==> src/rtl/ass_consts.vh <==
// Purpose: constants for the animated sign sequencer
// Assumes: included by rtl/ass_sequencer.v and by the bench checker and test
// Notes: byte offsets on the apb bus, field positions, reset values
`ifndef ASS_CONSTS_VH
`define ASS_CONSTS_VH

// register byte offsets
`define ASS_CTRL 8'h00
`define ASS_STATUS 8'h04
`define ASS_LAMPS 8'h08
`define ASS_DONE 8'h0C
`define ASS_ENABLE 8'h10
`define ASS_PRESET_BASE 8'h40
`define ASS_PERIOD_BASE 8'h80
`define ASS_WIN_MASK 8'hC0

// control fields
`define ASS_CTRL_RUN 0
`define ASS_CTRL_MODE 1
`define ASS_MODE_COUNTER 1'b0
`define ASS_MODE_TIMER 1'b1

// preset fields: switch-on tenths/seconds, switch-off tenths/seconds
`define ASS_ON_TENTH_LSB 0
`define ASS_ON_SEC_LSB 4
`define ASS_OFF_TENTH_LSB 8
`define ASS_OFF_SEC_LSB 12

// period fields, in mains ticks
`define ASS_DARK_LSB 0
`define ASS_LIT_LSB 16
`define ASS_PERIOD_W 11

// decimal digit limit and timing
`define ASS_DIGIT_MAX 4'h9
`define ASS_MAINS_HZ 50
`define ASS_TICKS_PER_HALF 1
`define ASS_TIMER_MAX_S 20
`define ASS_TIMER_MAX_TICKS (`ASS_TIMER_MAX_S * 2 * `ASS_MAINS_HZ)

// reset values
`define ASS_CTRL_RST 2'h0
`define ASS_PRESET_RST 16'h0000
`define ASS_PERIOD_RST 11'h000

`endif

==> src/rtl/ass_sequencer.v <==
// Purpose: master and slave logic of an animated sign lamp sequencer
// Assumes: mains_phase is a clean square wave synchronous to clk
// Notes: counter mode uses a 10 s decimal cycle, timer mode chains
//   a dark timer and a lit timer in each slave
//
// register map, one aligned 32-bit word each, no byte enables
//   0x00 control: bit 0 run, bit 1 mode (0 counter, 1 timer)
//   0x04 status, read only: [3:0] hundredths digit, [7:4] tenths,
//        [11:8] seconds, bit 12 armed (first start pulse issued)
//   0x08 lamps, read only: one bit per slave output
//   0x0C done, read only: [9:0] dark done, [25:16] lit done
//   0x10 enable: one bit per slave; a disabled slave stays dark
//        and counts as finished for the timer cycle
//   0x40 + 4*i preset of slave i, decimal digits:
//        [3:0] on tenths, [7:4] on seconds,
//        [11:8] off tenths, [15:12] off seconds
//   0x80 + 4*i periods of slave i, in mains ticks of 10 ms:
//        [10:0] dark period, [26:16] lit period
//   any other address answers with pslverr and reads zero
//
// timing
//   pready is always high, so every transfer ends in its first
//   access cycle; read data and error are taken at the setup edge
//   a mains edge gives a tick one cycle later, the digits move on
//   that tick and the lamp follows about three cycles after the edge
//   clearing run acts as a soft reset of counters, timers, outputs
//
// limits a user must know
//   equal on and off presets keep the group dark: off wins
//   each period holds 11 bits of ticks, a little over 20 s; keeping
//   the whole timer cycle within 20 s is left to the user
//   changing mode while running is not guarded: clear run first
//   with no slave enabled in timer mode the start pulse repeats
//   every other cycle, which is harmless but noisy
//
// Overview of operation
// - counter mode derives one tick per mains half-cycle, twice mains rate
// - ticks counted in three cascaded decimal stages, shown to every slave
// - counter cycle is fixed at ten seconds, counters wrap and repeat
// - count reaching a slave's switch-on preset sets its output
// - count reaching a slave's switch-off preset clears its output
// - switch-on preset is a tenths digit and a seconds digit
// - switch-off preset is a tenths digit and a seconds digit
// - timer cycle completes only when all enabled slaves have both done flags
// - start pulse after completion resets all timers and done flags
// - start pulse release starts each slave's dark timer
// - dark timer expiry sets its done flag and starts the lit timer
// - timer mode output is high only while the lit timer runs
// - timer cycle equals the longest dark plus lit sum, up to 20 s
// - a timer master serves up to ten slaves on one start pulse
// - counter master serves up to ten slaves sharing the count
`timescale 1ns/1ps
`include "ass_consts.vh"

module ass_sequencer #(
  parameter NUM_SLAVES = 10
) (
  input wire clk,
  input wire sys_rst,
  input wire psel,
  input wire penable,
  input wire pwrite,
  input wire [7:0] paddr,
  input wire [31:0] pwdata,
  output reg [31:0] prdata,
  output wire pready,
  output reg pslverr,
  input wire mains_phase,
  output reg cycle_start,
  output reg [NUM_SLAVES-1:0] lamp_group_output
);

  // control and configuration state
  reg run;
  reg mode;
  reg [NUM_SLAVES-1:0] slave_enable;
  reg [15:0] preset [0:NUM_SLAVES-1];
  reg [`ASS_PERIOD_W-1:0] dark_period [0:NUM_SLAVES-1];
  reg [`ASS_PERIOD_W-1:0] lit_period [0:NUM_SLAVES-1];

  // master timing state
  reg phase_q;
  reg run_q;
  reg tick;
  reg pos_evt;
  reg armed;
  reg [3:0] digit_hund;
  reg [3:0] digit_tenth;
  reg [3:0] digit_sec;

  // slave timer state
  reg [`ASS_PERIOD_W-1:0] dark_cnt [0:NUM_SLAVES-1];
  reg [`ASS_PERIOD_W-1:0] lit_cnt [0:NUM_SLAVES-1];
  reg [NUM_SLAVES-1:0] dark_timer_done;
  reg [NUM_SLAVES-1:0] lit_timer_done;
  reg [NUM_SLAVES-1:0] dark_running;

  // bus decode
  wire wr_en;
  wire rd_setup;
  wire [3:0] slot;
  wire slot_ok;
  wire in_preset;
  wire in_period;
  wire all_done;
  wire [NUM_SLAVES-1:0] done_pair;
  reg [31:0] next_prdata;
  reg next_pslverr;

  assign pready = 1'b1; // zero-wait slave
  assign wr_en = psel & penable & pwrite;
  assign rd_setup = psel & ~penable;
  assign slot = paddr[5:2];
  assign slot_ok = (slot < NUM_SLAVES);
  assign in_preset = ((paddr & `ASS_WIN_MASK) == `ASS_PRESET_BASE);
  assign in_period = ((paddr & `ASS_WIN_MASK) == `ASS_PERIOD_BASE);

  // a disabled slave never holds the cycle back
  assign done_pair = (dark_timer_done & lit_timer_done) | ~slave_enable;
  assign all_done = &done_pair;

  // global control registers written at the apb access edge
  always @(posedge clk) begin
    if (sys_rst) begin
      run <= 1'b0;
      mode <= `ASS_MODE_COUNTER;
      slave_enable <= {NUM_SLAVES{1'b0}};
    end else if (wr_en) begin
      if (paddr == `ASS_CTRL) begin
        run <= pwdata[`ASS_CTRL_RUN];
        mode <= pwdata[`ASS_CTRL_MODE];
      end
      if (paddr == `ASS_ENABLE) begin
        slave_enable <= pwdata[NUM_SLAVES-1:0];
      end
    end
  end

  // read data and error are captured in the setup cycle
  always @* begin
    next_prdata = 32'h00000000;
    next_pslverr = 1'b0;
    if (paddr == `ASS_CTRL) begin
      next_prdata = {30'h00000000, mode, run};
    end else if (paddr == `ASS_STATUS) begin
      next_prdata = {19'h00000, armed, digit_sec, digit_tenth,
        digit_hund};
    end else if (paddr == `ASS_LAMPS) begin
      next_prdata[NUM_SLAVES-1:0] = lamp_group_output;
    end else if (paddr == `ASS_DONE) begin
      next_prdata[NUM_SLAVES-1:0] = dark_timer_done;
      next_prdata[NUM_SLAVES+15:16] = lit_timer_done;
    end else if (paddr == `ASS_ENABLE) begin
      next_prdata[NUM_SLAVES-1:0] = slave_enable;
    end else if (in_preset && slot_ok && paddr[1:0] == 2'h0) begin
      next_prdata[15:0] = preset[slot];
    end else if (in_period && slot_ok && paddr[1:0] == 2'h0) begin
      next_prdata[`ASS_DARK_LSB+`ASS_PERIOD_W-1:`ASS_DARK_LSB] =
        dark_period[slot];
      next_prdata[`ASS_LIT_LSB+`ASS_PERIOD_W-1:`ASS_LIT_LSB] =
        lit_period[slot];
    end else begin
      next_pslverr = 1'b1; // unmapped address
    end
  end

  // hold read data stable through the access phase
  always @(posedge clk) begin
    if (sys_rst) begin
      prdata <= 32'h00000000;
      pslverr <= 1'b0;
    end else if (rd_setup) begin
      prdata <= pwrite ? 32'h00000000 : next_prdata;
      pslverr <= next_pslverr;
    end
  end

  // tick on every mains edge, so twice per mains period
  always @(posedge clk) begin
    if (sys_rst) begin
      phase_q <= 1'b0;
      run_q <= 1'b0;
      tick <= 1'b0;
    end else begin
      phase_q <= mains_phase;
      run_q <= run;
      tick <= run & (mains_phase ^ phase_q);
    end
  end

  // three cascaded decimal stages, hundredths to seconds
  always @(posedge clk) begin
    if (sys_rst || !run) begin
      digit_hund <= 4'h0;
      digit_tenth <= 4'h0;
      digit_sec <= 4'h0;
      pos_evt <= 1'b0;
    end else begin
      // a fresh run starts at position zero and is compared once
      pos_evt <= tick | (run & ~run_q);
      if (tick) begin
        if (digit_hund == `ASS_DIGIT_MAX) begin
          digit_hund <= 4'h0;
          if (digit_tenth == `ASS_DIGIT_MAX) begin
            digit_tenth <= 4'h0;
            if (digit_sec == `ASS_DIGIT_MAX) begin
              digit_sec <= 4'h0;
            end else begin
              digit_sec <= digit_sec + 4'h1;
            end
          end else begin
            digit_tenth <= digit_tenth + 4'h1;
          end
        end else begin
          digit_hund <= digit_hund + 4'h1;
        end
      end
    end
  end

  // start pulse: first one on arming, later ones when all slaves finish
  always @(posedge clk) begin
    if (sys_rst || !run || mode != `ASS_MODE_TIMER) begin
      cycle_start <= 1'b0;
      armed <= 1'b0;
    end else begin
      cycle_start <= ~cycle_start & (all_done | ~armed);
      if (cycle_start) begin
        armed <= 1'b1;
      end
    end
  end

  // per-slave configuration, presets and timers
  genvar gi;
  generate
    for (gi = 0; gi < NUM_SLAVES; gi = gi + 1) begin : g_slave
      wire hit_on;
      wire hit_off;
      wire dark_exp;
      wire lit_exp;
      wire slot_wr;
      // slot number of this slave at the decode width
      localparam [3:0] SLOT_ID = gi;

      assign slot_wr = wr_en && slot == SLOT_ID && paddr[1:0] == 2'h0;

      // tenths and seconds digits picked from the shared count
      assign hit_on = pos_evt && digit_hund == 4'h0 &&
        digit_tenth == preset[gi][`ASS_ON_TENTH_LSB+3:`ASS_ON_TENTH_LSB] &&
        digit_sec == preset[gi][`ASS_ON_SEC_LSB+3:`ASS_ON_SEC_LSB];
      assign hit_off = pos_evt && digit_hund == 4'h0 &&
        digit_tenth == preset[gi][`ASS_OFF_TENTH_LSB+3:`ASS_OFF_TENTH_LSB] &&
        digit_sec == preset[gi][`ASS_OFF_SEC_LSB+3:`ASS_OFF_SEC_LSB];

      assign dark_exp = dark_cnt[gi] >= dark_period[gi];
      assign lit_exp = lit_cnt[gi] >= lit_period[gi];

      // preset and period registers of this slave
      always @(posedge clk) begin
        if (sys_rst) begin
          preset[gi] <= `ASS_PRESET_RST;
          dark_period[gi] <= `ASS_PERIOD_RST;
          lit_period[gi] <= `ASS_PERIOD_RST;
        end else if (slot_wr && in_preset) begin
          preset[gi] <= pwdata[15:0];
        end else if (slot_wr && in_period) begin
          dark_period[gi] <=
            pwdata[`ASS_DARK_LSB+`ASS_PERIOD_W-1:`ASS_DARK_LSB];
          lit_period[gi] <=
            pwdata[`ASS_LIT_LSB+`ASS_PERIOD_W-1:`ASS_LIT_LSB];
        end
      end

      // dark timer then lit timer, both counting mains ticks
      always @(posedge clk) begin
        if (sys_rst || !run || mode != `ASS_MODE_TIMER ||
            !slave_enable[gi] || cycle_start) begin
          dark_cnt[gi] <= `ASS_PERIOD_RST;
          lit_cnt[gi] <= `ASS_PERIOD_RST;
          dark_timer_done[gi] <= 1'b0;
          lit_timer_done[gi] <= 1'b0;
          dark_running[gi] <= 1'b0;
        end else if (!armed) begin
          dark_running[gi] <= 1'b0;
        end else if (!dark_timer_done[gi]) begin
          dark_running[gi] <= 1'b1;
          if (dark_exp) begin
            dark_timer_done[gi] <= 1'b1;
          end else if (tick) begin
            dark_cnt[gi] <= dark_cnt[gi] + 1'b1;
          end
        end else if (!lit_timer_done[gi]) begin
          if (lit_exp) begin
            lit_timer_done[gi] <= 1'b1;
          end else if (tick) begin
            lit_cnt[gi] <= lit_cnt[gi] + 1'b1;
          end
        end
      end

      // lamp output per mode
      always @(posedge clk) begin
        if (sys_rst || !run || !slave_enable[gi]) begin
          lamp_group_output[gi] <= 1'b0;
        end else if (mode == `ASS_MODE_TIMER) begin
          // lit only between the two expiries
          lamp_group_output[gi] <= dark_timer_done[gi] &
            ~lit_timer_done[gi] & ~cycle_start &
            ~(lit_exp & dark_timer_done[gi]);
        end else if (hit_off) begin
          lamp_group_output[gi] <= 1'b0;
        end else if (hit_on) begin
          lamp_group_output[gi] <= 1'b1;
        end
      end
    end
  endgenerate

  // one parameter sizes both masters; ten is the documented ceiling

endmodule // ass_sequencer

==> config.mk <==
export PLATFORM = sky130hd
export DESIGN_NAME = ass_sequencer
export DESIGN_NICKNAME = d
export VERILOG_FILES = /design/src/rtl/ass_sequencer.v
export VERILOG_INCLUDE_DIRS = /design/src /design/src/rtl
export SDC_FILE = /design/constraint.sdc
export NUM_CORES = 2
export LEC_CHECK = 0
export BUFFER_PORTS_ARGS = -buffer_cell sky130_fd_sc_hd__buf_4
export CORE_UTILIZATION = 60
export CTS_CLUSTER_DIAMETER = 50
export DETAILED_ROUTE_END_ITERATION = 8
export GPL_ROUTABILITY_DRIVEN = 0
export PLACE_DENSITY = 0.77
export SETUP_SLACK_MARGIN = 0.15
export SYNTH_ARGS = -nofsm -noshare
export SYNTH_HDL_FRONTEND = slang
export SYNTH_SLANG_ARGS = --single-unit
==> constraint.sdc <==
create_clock -name clk -period 5.9 [get_ports clk]
set_input_delay 0.295 -clock clk [delete_from_list [all_inputs] [get_ports clk]]
set_output_delay 0.295 -clock clk [all_outputs]
set_load 0.1 [all_outputs]
==> Yosys cells after proc, flatten, opt, wreduce, memory -nomap -nowiden <==
Memory sizes are Yosys's and may differ from the RTL's.
Index checks and enable logic that the tools add are counted.
{ "op_classes": {"add_sub_neg": 23, "order_cmp": 21, "n_eq_ne": 58, "mux": 349, "bitwise_logic": 127, "n_reduce_logical": 157} }
{ "ops": {"columns": ["op", "count"], "rows": [
  ["11-bit two-way mux", 44],
  ["1-bit two-way mux", 281],
  ["11-bit by 1-bit adder with 11-bit output, second input constant", 20],
  ["11-bit >= comparator", 20],
  ["4-bit == test", 40],
  ["16-bit two-way mux", 10],
  ["1-bit logical AND", 85],
  ["27-bit two-way mux", 2],
  ["1-bit OR", 52],
  ["1-bit AND", 46],
  ["10-bit two-way mux", 4],
  ["17-bit two-way mux", 2],
  ["1-bit logical OR", 32],
  ["32-bit two-way mux", 1],
  ["3-bit nonzero test", 10],
  ["2-bit AND reduction", 13],
  ["1-bit inverter", 25],
  ["4-bit == test, second input constant", 5],
  ["4-bit by 3-bit == test with 1-bit output, second input constant", 4],
  ["8-bit by 4-bit == test with 1-bit output, second input constant", 2],
  ["4-bit by 1-bit adder with 4-bit output, second input constant", 3],
  ["4-bit two-way mux", 3],
  ["1-bit logical NOT", 11],
  ["10-bit AND", 1],
  ["17 further kinds", 19]
]} }
{ "totals": {"ff_bits": 93, "mem_bits_rw": 600, "output_inout_bits": 45, "elab_cells": 784, "n_memories": 5} }
{ "memory_table": {"columns": ["name", "depth", "word_bits", "read_ports", "rd_clocked_by_memory_dff", "write_ports", "line", "source"], "rows": [
  ["preset", 10, 16, 11, 0, 10, "ass_sequencer.v:77", "reg [15:0] preset [0:NUM_SLAVES-1];"],
  ["dark_cnt", 10, 11, 10, 0, 10, "ass_sequencer.v:92", "reg [`ASS_PERIOD_W-1:0] dark_cnt [0:NUM_SLAVES-1];"],
  ["dark_period", 10, 11, 11, 0, 10, "ass_sequencer.v:78", "reg [`ASS_PERIOD_W-1:0] dark_period [0:NUM_SLAVES-1];"],
  ["lit_cnt", 10, 11, 10, 0, 10, "ass_sequencer.v:93", "reg [`ASS_PERIOD_W-1:0] lit_cnt [0:NUM_SLAVES-1];"],
  ["lit_period", 10, 11, 11, 0, 10, "ass_sequencer.v:79", "reg [`ASS_PERIOD_W-1:0] lit_period [0:NUM_SLAVES-1];"]
]} }

==> Logic depth before layout (Yosys ltp) <==
{ "logic_depth": {"depth_word": 11, "mapped_depth": 11, "mapped_depth_nobuf": 8} }

==> Worst setup path after synthesis <==
Ideal clock, no wire load.
{ "synth_path": {"path_type": "reg2reg", "start": "memory lit_cnt[7][2] in the netlist's numbering", "end": "memory lit_cnt[7][0] in the netlist's numbering (enable)", "setup_ns": 0.420, "arrival_ns": 2.681, "path_slack_ns": 2.799, "path_stages_with_launch": 7, "synth_period_minus_slack_ns": 3.101, "path_cell_list": "edfxtp_1 > ha_1 > a21oi_1 > o21ai_0 > a21oi_1 > o21ai_0 > o311ai_0"} }
{ "synth_lines": {"columns": ["element", "line"], "rows": [
  ["start, declared", "ass_sequencer.v:93"]
]} }

==> impl_metrics.py <==
metrics = {
    "clock_network": {
        "numCtsBuffers": 84,
        "cts.hold.buffers_added": 1,
        "cts_resized": 0,
        "clk_transition_reported_paths_ns": 0.06,
        "tritoncts": "built",
        "cts.htree.levels": 3,
        "clkSinkCount": 688,
        "cts-root-to-sink-buffers": 3,
        "clk_root_buffer_cell": "clkbuf_16",
        "post_cts_buffers": 0,
        "clk-insertion-delay-late_ns": 0.65,
    },
    "power": {
        "leakagePower_nw": 17.62,
        "power.clock.fraction_pct": 45.7,
        "comb_power_share_pct": 6.0,
        "swShare_pct": 23.62,
        "power_density_mw_per_mm2": 258.1,
        "power_frac_seq_pct": 48.3,
        "cellInternalPower_w": 0.008700,
        "irDropWorstVdd_v": 0.0002244,
        "p_sw_w": 0.002690,
    },
    "sta": {
        "finalHoldViolations": 0,
        "drv_slew": 0,
        "clk_skew_ns": 0.03616,
        "final.setup.worst_slack_ns": 2.236,
        "slew-limit-headroom_pct": 16.99,
        "timing.setup.tns_ns": 0,
        "final_min_period_over_clock_period_pct": 62.09,
        "final-setup-viol-count": 0,
        "rsz_0062_raised_after_global_routing": "no",
        "period_minus_slack_ns": 3.664,
        "fmax_mhz": 273.0,
        "tightestPinTransition_ns": 1.243,
    },
    "final_layout": {
        "syn_to_final_growth_pct": 10.48,
        "layout.nets": 4028,
        "drive_gt1_share_pct": 10.61,
        "postLayoutCellArea_sq_mm": 0.04413,
        "final_core_utilization_pct": 67.00,
    },
    "detailed_routing": {
        "route.detailed.drc": 0,
        "wl_per_cell_um": 24.55,
        "drt_wl_total_um": 114800,
        "vias": 29620,
        "drt_iter0_drc": 4103,
        "drt.antenna.violating_nets": 0,
        "detail_route.vias_per_cell": 6.334,
        "detailedRoute.firstPassIterationCount": 9,
    },
    "synth": {
        "synth_top_flop_cell": "edfxtp_1",
        "flops_latches_synth": 688,
        "netlist-cell-type-count": 70,
        "asyncSetResetFlopFracSynth_pct": 0,
        "synthesis.area_sq_mm": 0.03994,
        "adder_cell_area_share_of_the_yosys_netlist_pct": 7.518,
        "yosysTopAreaCellShare_pct": 45.11,
        "synth_area_in_compound_gates_pct": 7.374,
        "postSynthAreaPerCell_sq_um": 10.79,
        "synth_top_family_by_area": "simple AND/OR/NAND/NOR gates",
        "ys_top_cells_by_area": "edfxtp_1, ha_1, and2_1",
        "synth_simple_gate_area_share_pct": 18.37,
        "yosysWarningCount": 0,
        "synth_top_area_cell": "edfxtp_1",
        "synth-xor-area-share_pct": 7.456,
        "synthCells": 3703,
        "post_synth_mux_area_share_pct": 5.178,
        "synth-seq-area-share_pct": 49.52,
        "count_of_flip_flops_with_a_built_in_enable_after_synthesis": 600,
    },
    "place": {
        "placement.setup.worst_slack_ns": 2.217,
        "numPortBuffers": 79,
        "post_dp_cell_area_sq_mm": 0.04132,
        "dp_hpwl_um": 80930,
    },
    "critical_path": {
        "crit_path_start_kind": "flip-flop",
        "worstPathArrival_ns": 3.94,
        "ff2ff_setup_slack_ns": 2.24,
        "cp-end-kind": "flip-flop",
        "required_ns": 6.17,
        "timing_worst_setup_path_type": "reg -> reg",
        "worstPathMaxFanout": 19,
    },
    "global_route": {
        "first_global_vias": 28500,
        "grt_first_pass_wirelength_um": 171600,
        "gr-usage-all-layers_pct": 34.10,
        "antenna_found_initial": 16,
        "grt_max_degree": 62,
        "overflow": 0,
    },
    "floorplanning": {
        "die_area_sq_mm": 0.06760,
        "floorplan.rows": 94,
        "floorplan.initialDensity_pct": 60.64,
        "die_height_um": 260.0,
        "io_pins": 91,
        "fp.dieW_um": 260.0,
        "core_area_sq_mm": 0.06586,
    },
    "min_path": {
        "hold_path.class": "in -> reg",
    },
    "job": {
        "max_cap_viol_count": 0,
    },
    "status": {
        "outcome": "completed",
    },
}
## cells in the mapped netlist (all sizes together) (13+ instances only)
master and count:
o211ai 15, clkbuf 126, nand2 236, a31oi 33
xnor2 68, dfxtp 88, mux2 19, o21bai 21
and3 57, or4 13, buf 63, a211oi 22
a21oi 110, nand4 34, inv 257, mux4 69
and2 394, a21o 27, edfxtp 600, xor2 272
nor3 95, o22ai 19, o21ai 125, nor2 275
nor2b 34, a22oi 18, nor4 42, ha 240
nand2b 20, nand3 165, or3 19, mux2i 30
## logic make-up after synthesis
kind of cell | count (synthesis)
other cells | 2
simple gates | 1403
fa+ha+maj | 240
xor+xnor | 340
buf+inv | 446
mux | 118
compound gates | 466
flops | 688
## placed cells by master (no fill, tap or decap), drive strengths merged, types with 68 or more instances in the layout
cell type and instances:
a21oi 110, clkbuf 108, dfxtp 88, nor2 275, o21ai 125, ha 240
nand3 165, and2 394, xnor2 68, mux4 69, nand2 236, inv 265
edfxtp 600, xor2 272, nor3 95, buf 137
## metrics by stage
stage	instances	hold WS, ns	total power, W
after floorplan	3707	0.3867	0.005980
after global placement	4519	0.3998	0.006242
after detailed placement	4519	0.4009	0.006258
after CTS	4673	0.02353	0.01139
after global routing	4675	0.02997	0.01162
final	4676	0.03789	0.01139
## path summary, 6_finish.rpt
path,depth (start not counted),startpoint,to
setup / recovery,6,armed,dark_cnt[3][6]
hold reg to reg,1,run_q,pos_evt
hold / removal,2,pwdata[15],preset[8][15]
setup reg to reg,6,armed,dark_cnt[3][6]
## critical path, stage by stage, from the launching register on
cell	delay, ns
dfxtp_1	0.67
buf_4	0.40
nand2_1	0.56
buf_4	0.46
or4_1	0.49
o21ba_2	0.30
nand3_1	0.41
## layer usage
metal,part of all wire (%),GRT usage (%),vias up
met5,0.072,0,-
met4,6.0,18.09,14
li1,-,-,13250
met3,12,9.639,410
met2,44,51.06,1724
met1,38,45.01,14230
## final cells by class
cell class / count / area (sq um)
Antenna cell: 3 / 7.507
Clock buffer: 108 / 2317
Clock inverter: 45 / 471.7
Fill cell: 4950 / 21740
Inverter: 257 / 964.7
Multi-Input combinational cell: 2573 / 18460
Sequential cell: 688 / 19780
Tap cell: 864 / 1081
Timing Repair Buffer: 138 / 1042
## state kept, by name (all words and copies together) (netlist names), 10 cells and up
| register | flops |
|---|---|
| preset | 160 |
| prdata | 27 |
| slave_enable | 10 |
| dark_period | 110 |
| lamp_group_output | 10 |
| lit_period | 110 |
| lit_cnt | 110 |
| dark_cnt | 110 |
| dark_timer_done | 10 |
| lit_timer_done | 10 |
## power groups by stage
| stage | sequential, W | clock, W | combinational [W] |
|---|---|---|---|
| detailed placement | 0.00560 | 0 | 0.000659 |
| CTS | 0.00550 | 0.00522 | 0.000666 |
| finish | 0.00550 | 0.00520 | 0.000684 |
| floorplan | 0.00556 | 0 | 0.000420 |
| global placement | 0.00559 | 0 | 0.000649 |
| global route | 0.00551 | 0.00538 | 0.000724 |
Power figures use the tool's default switching activity.
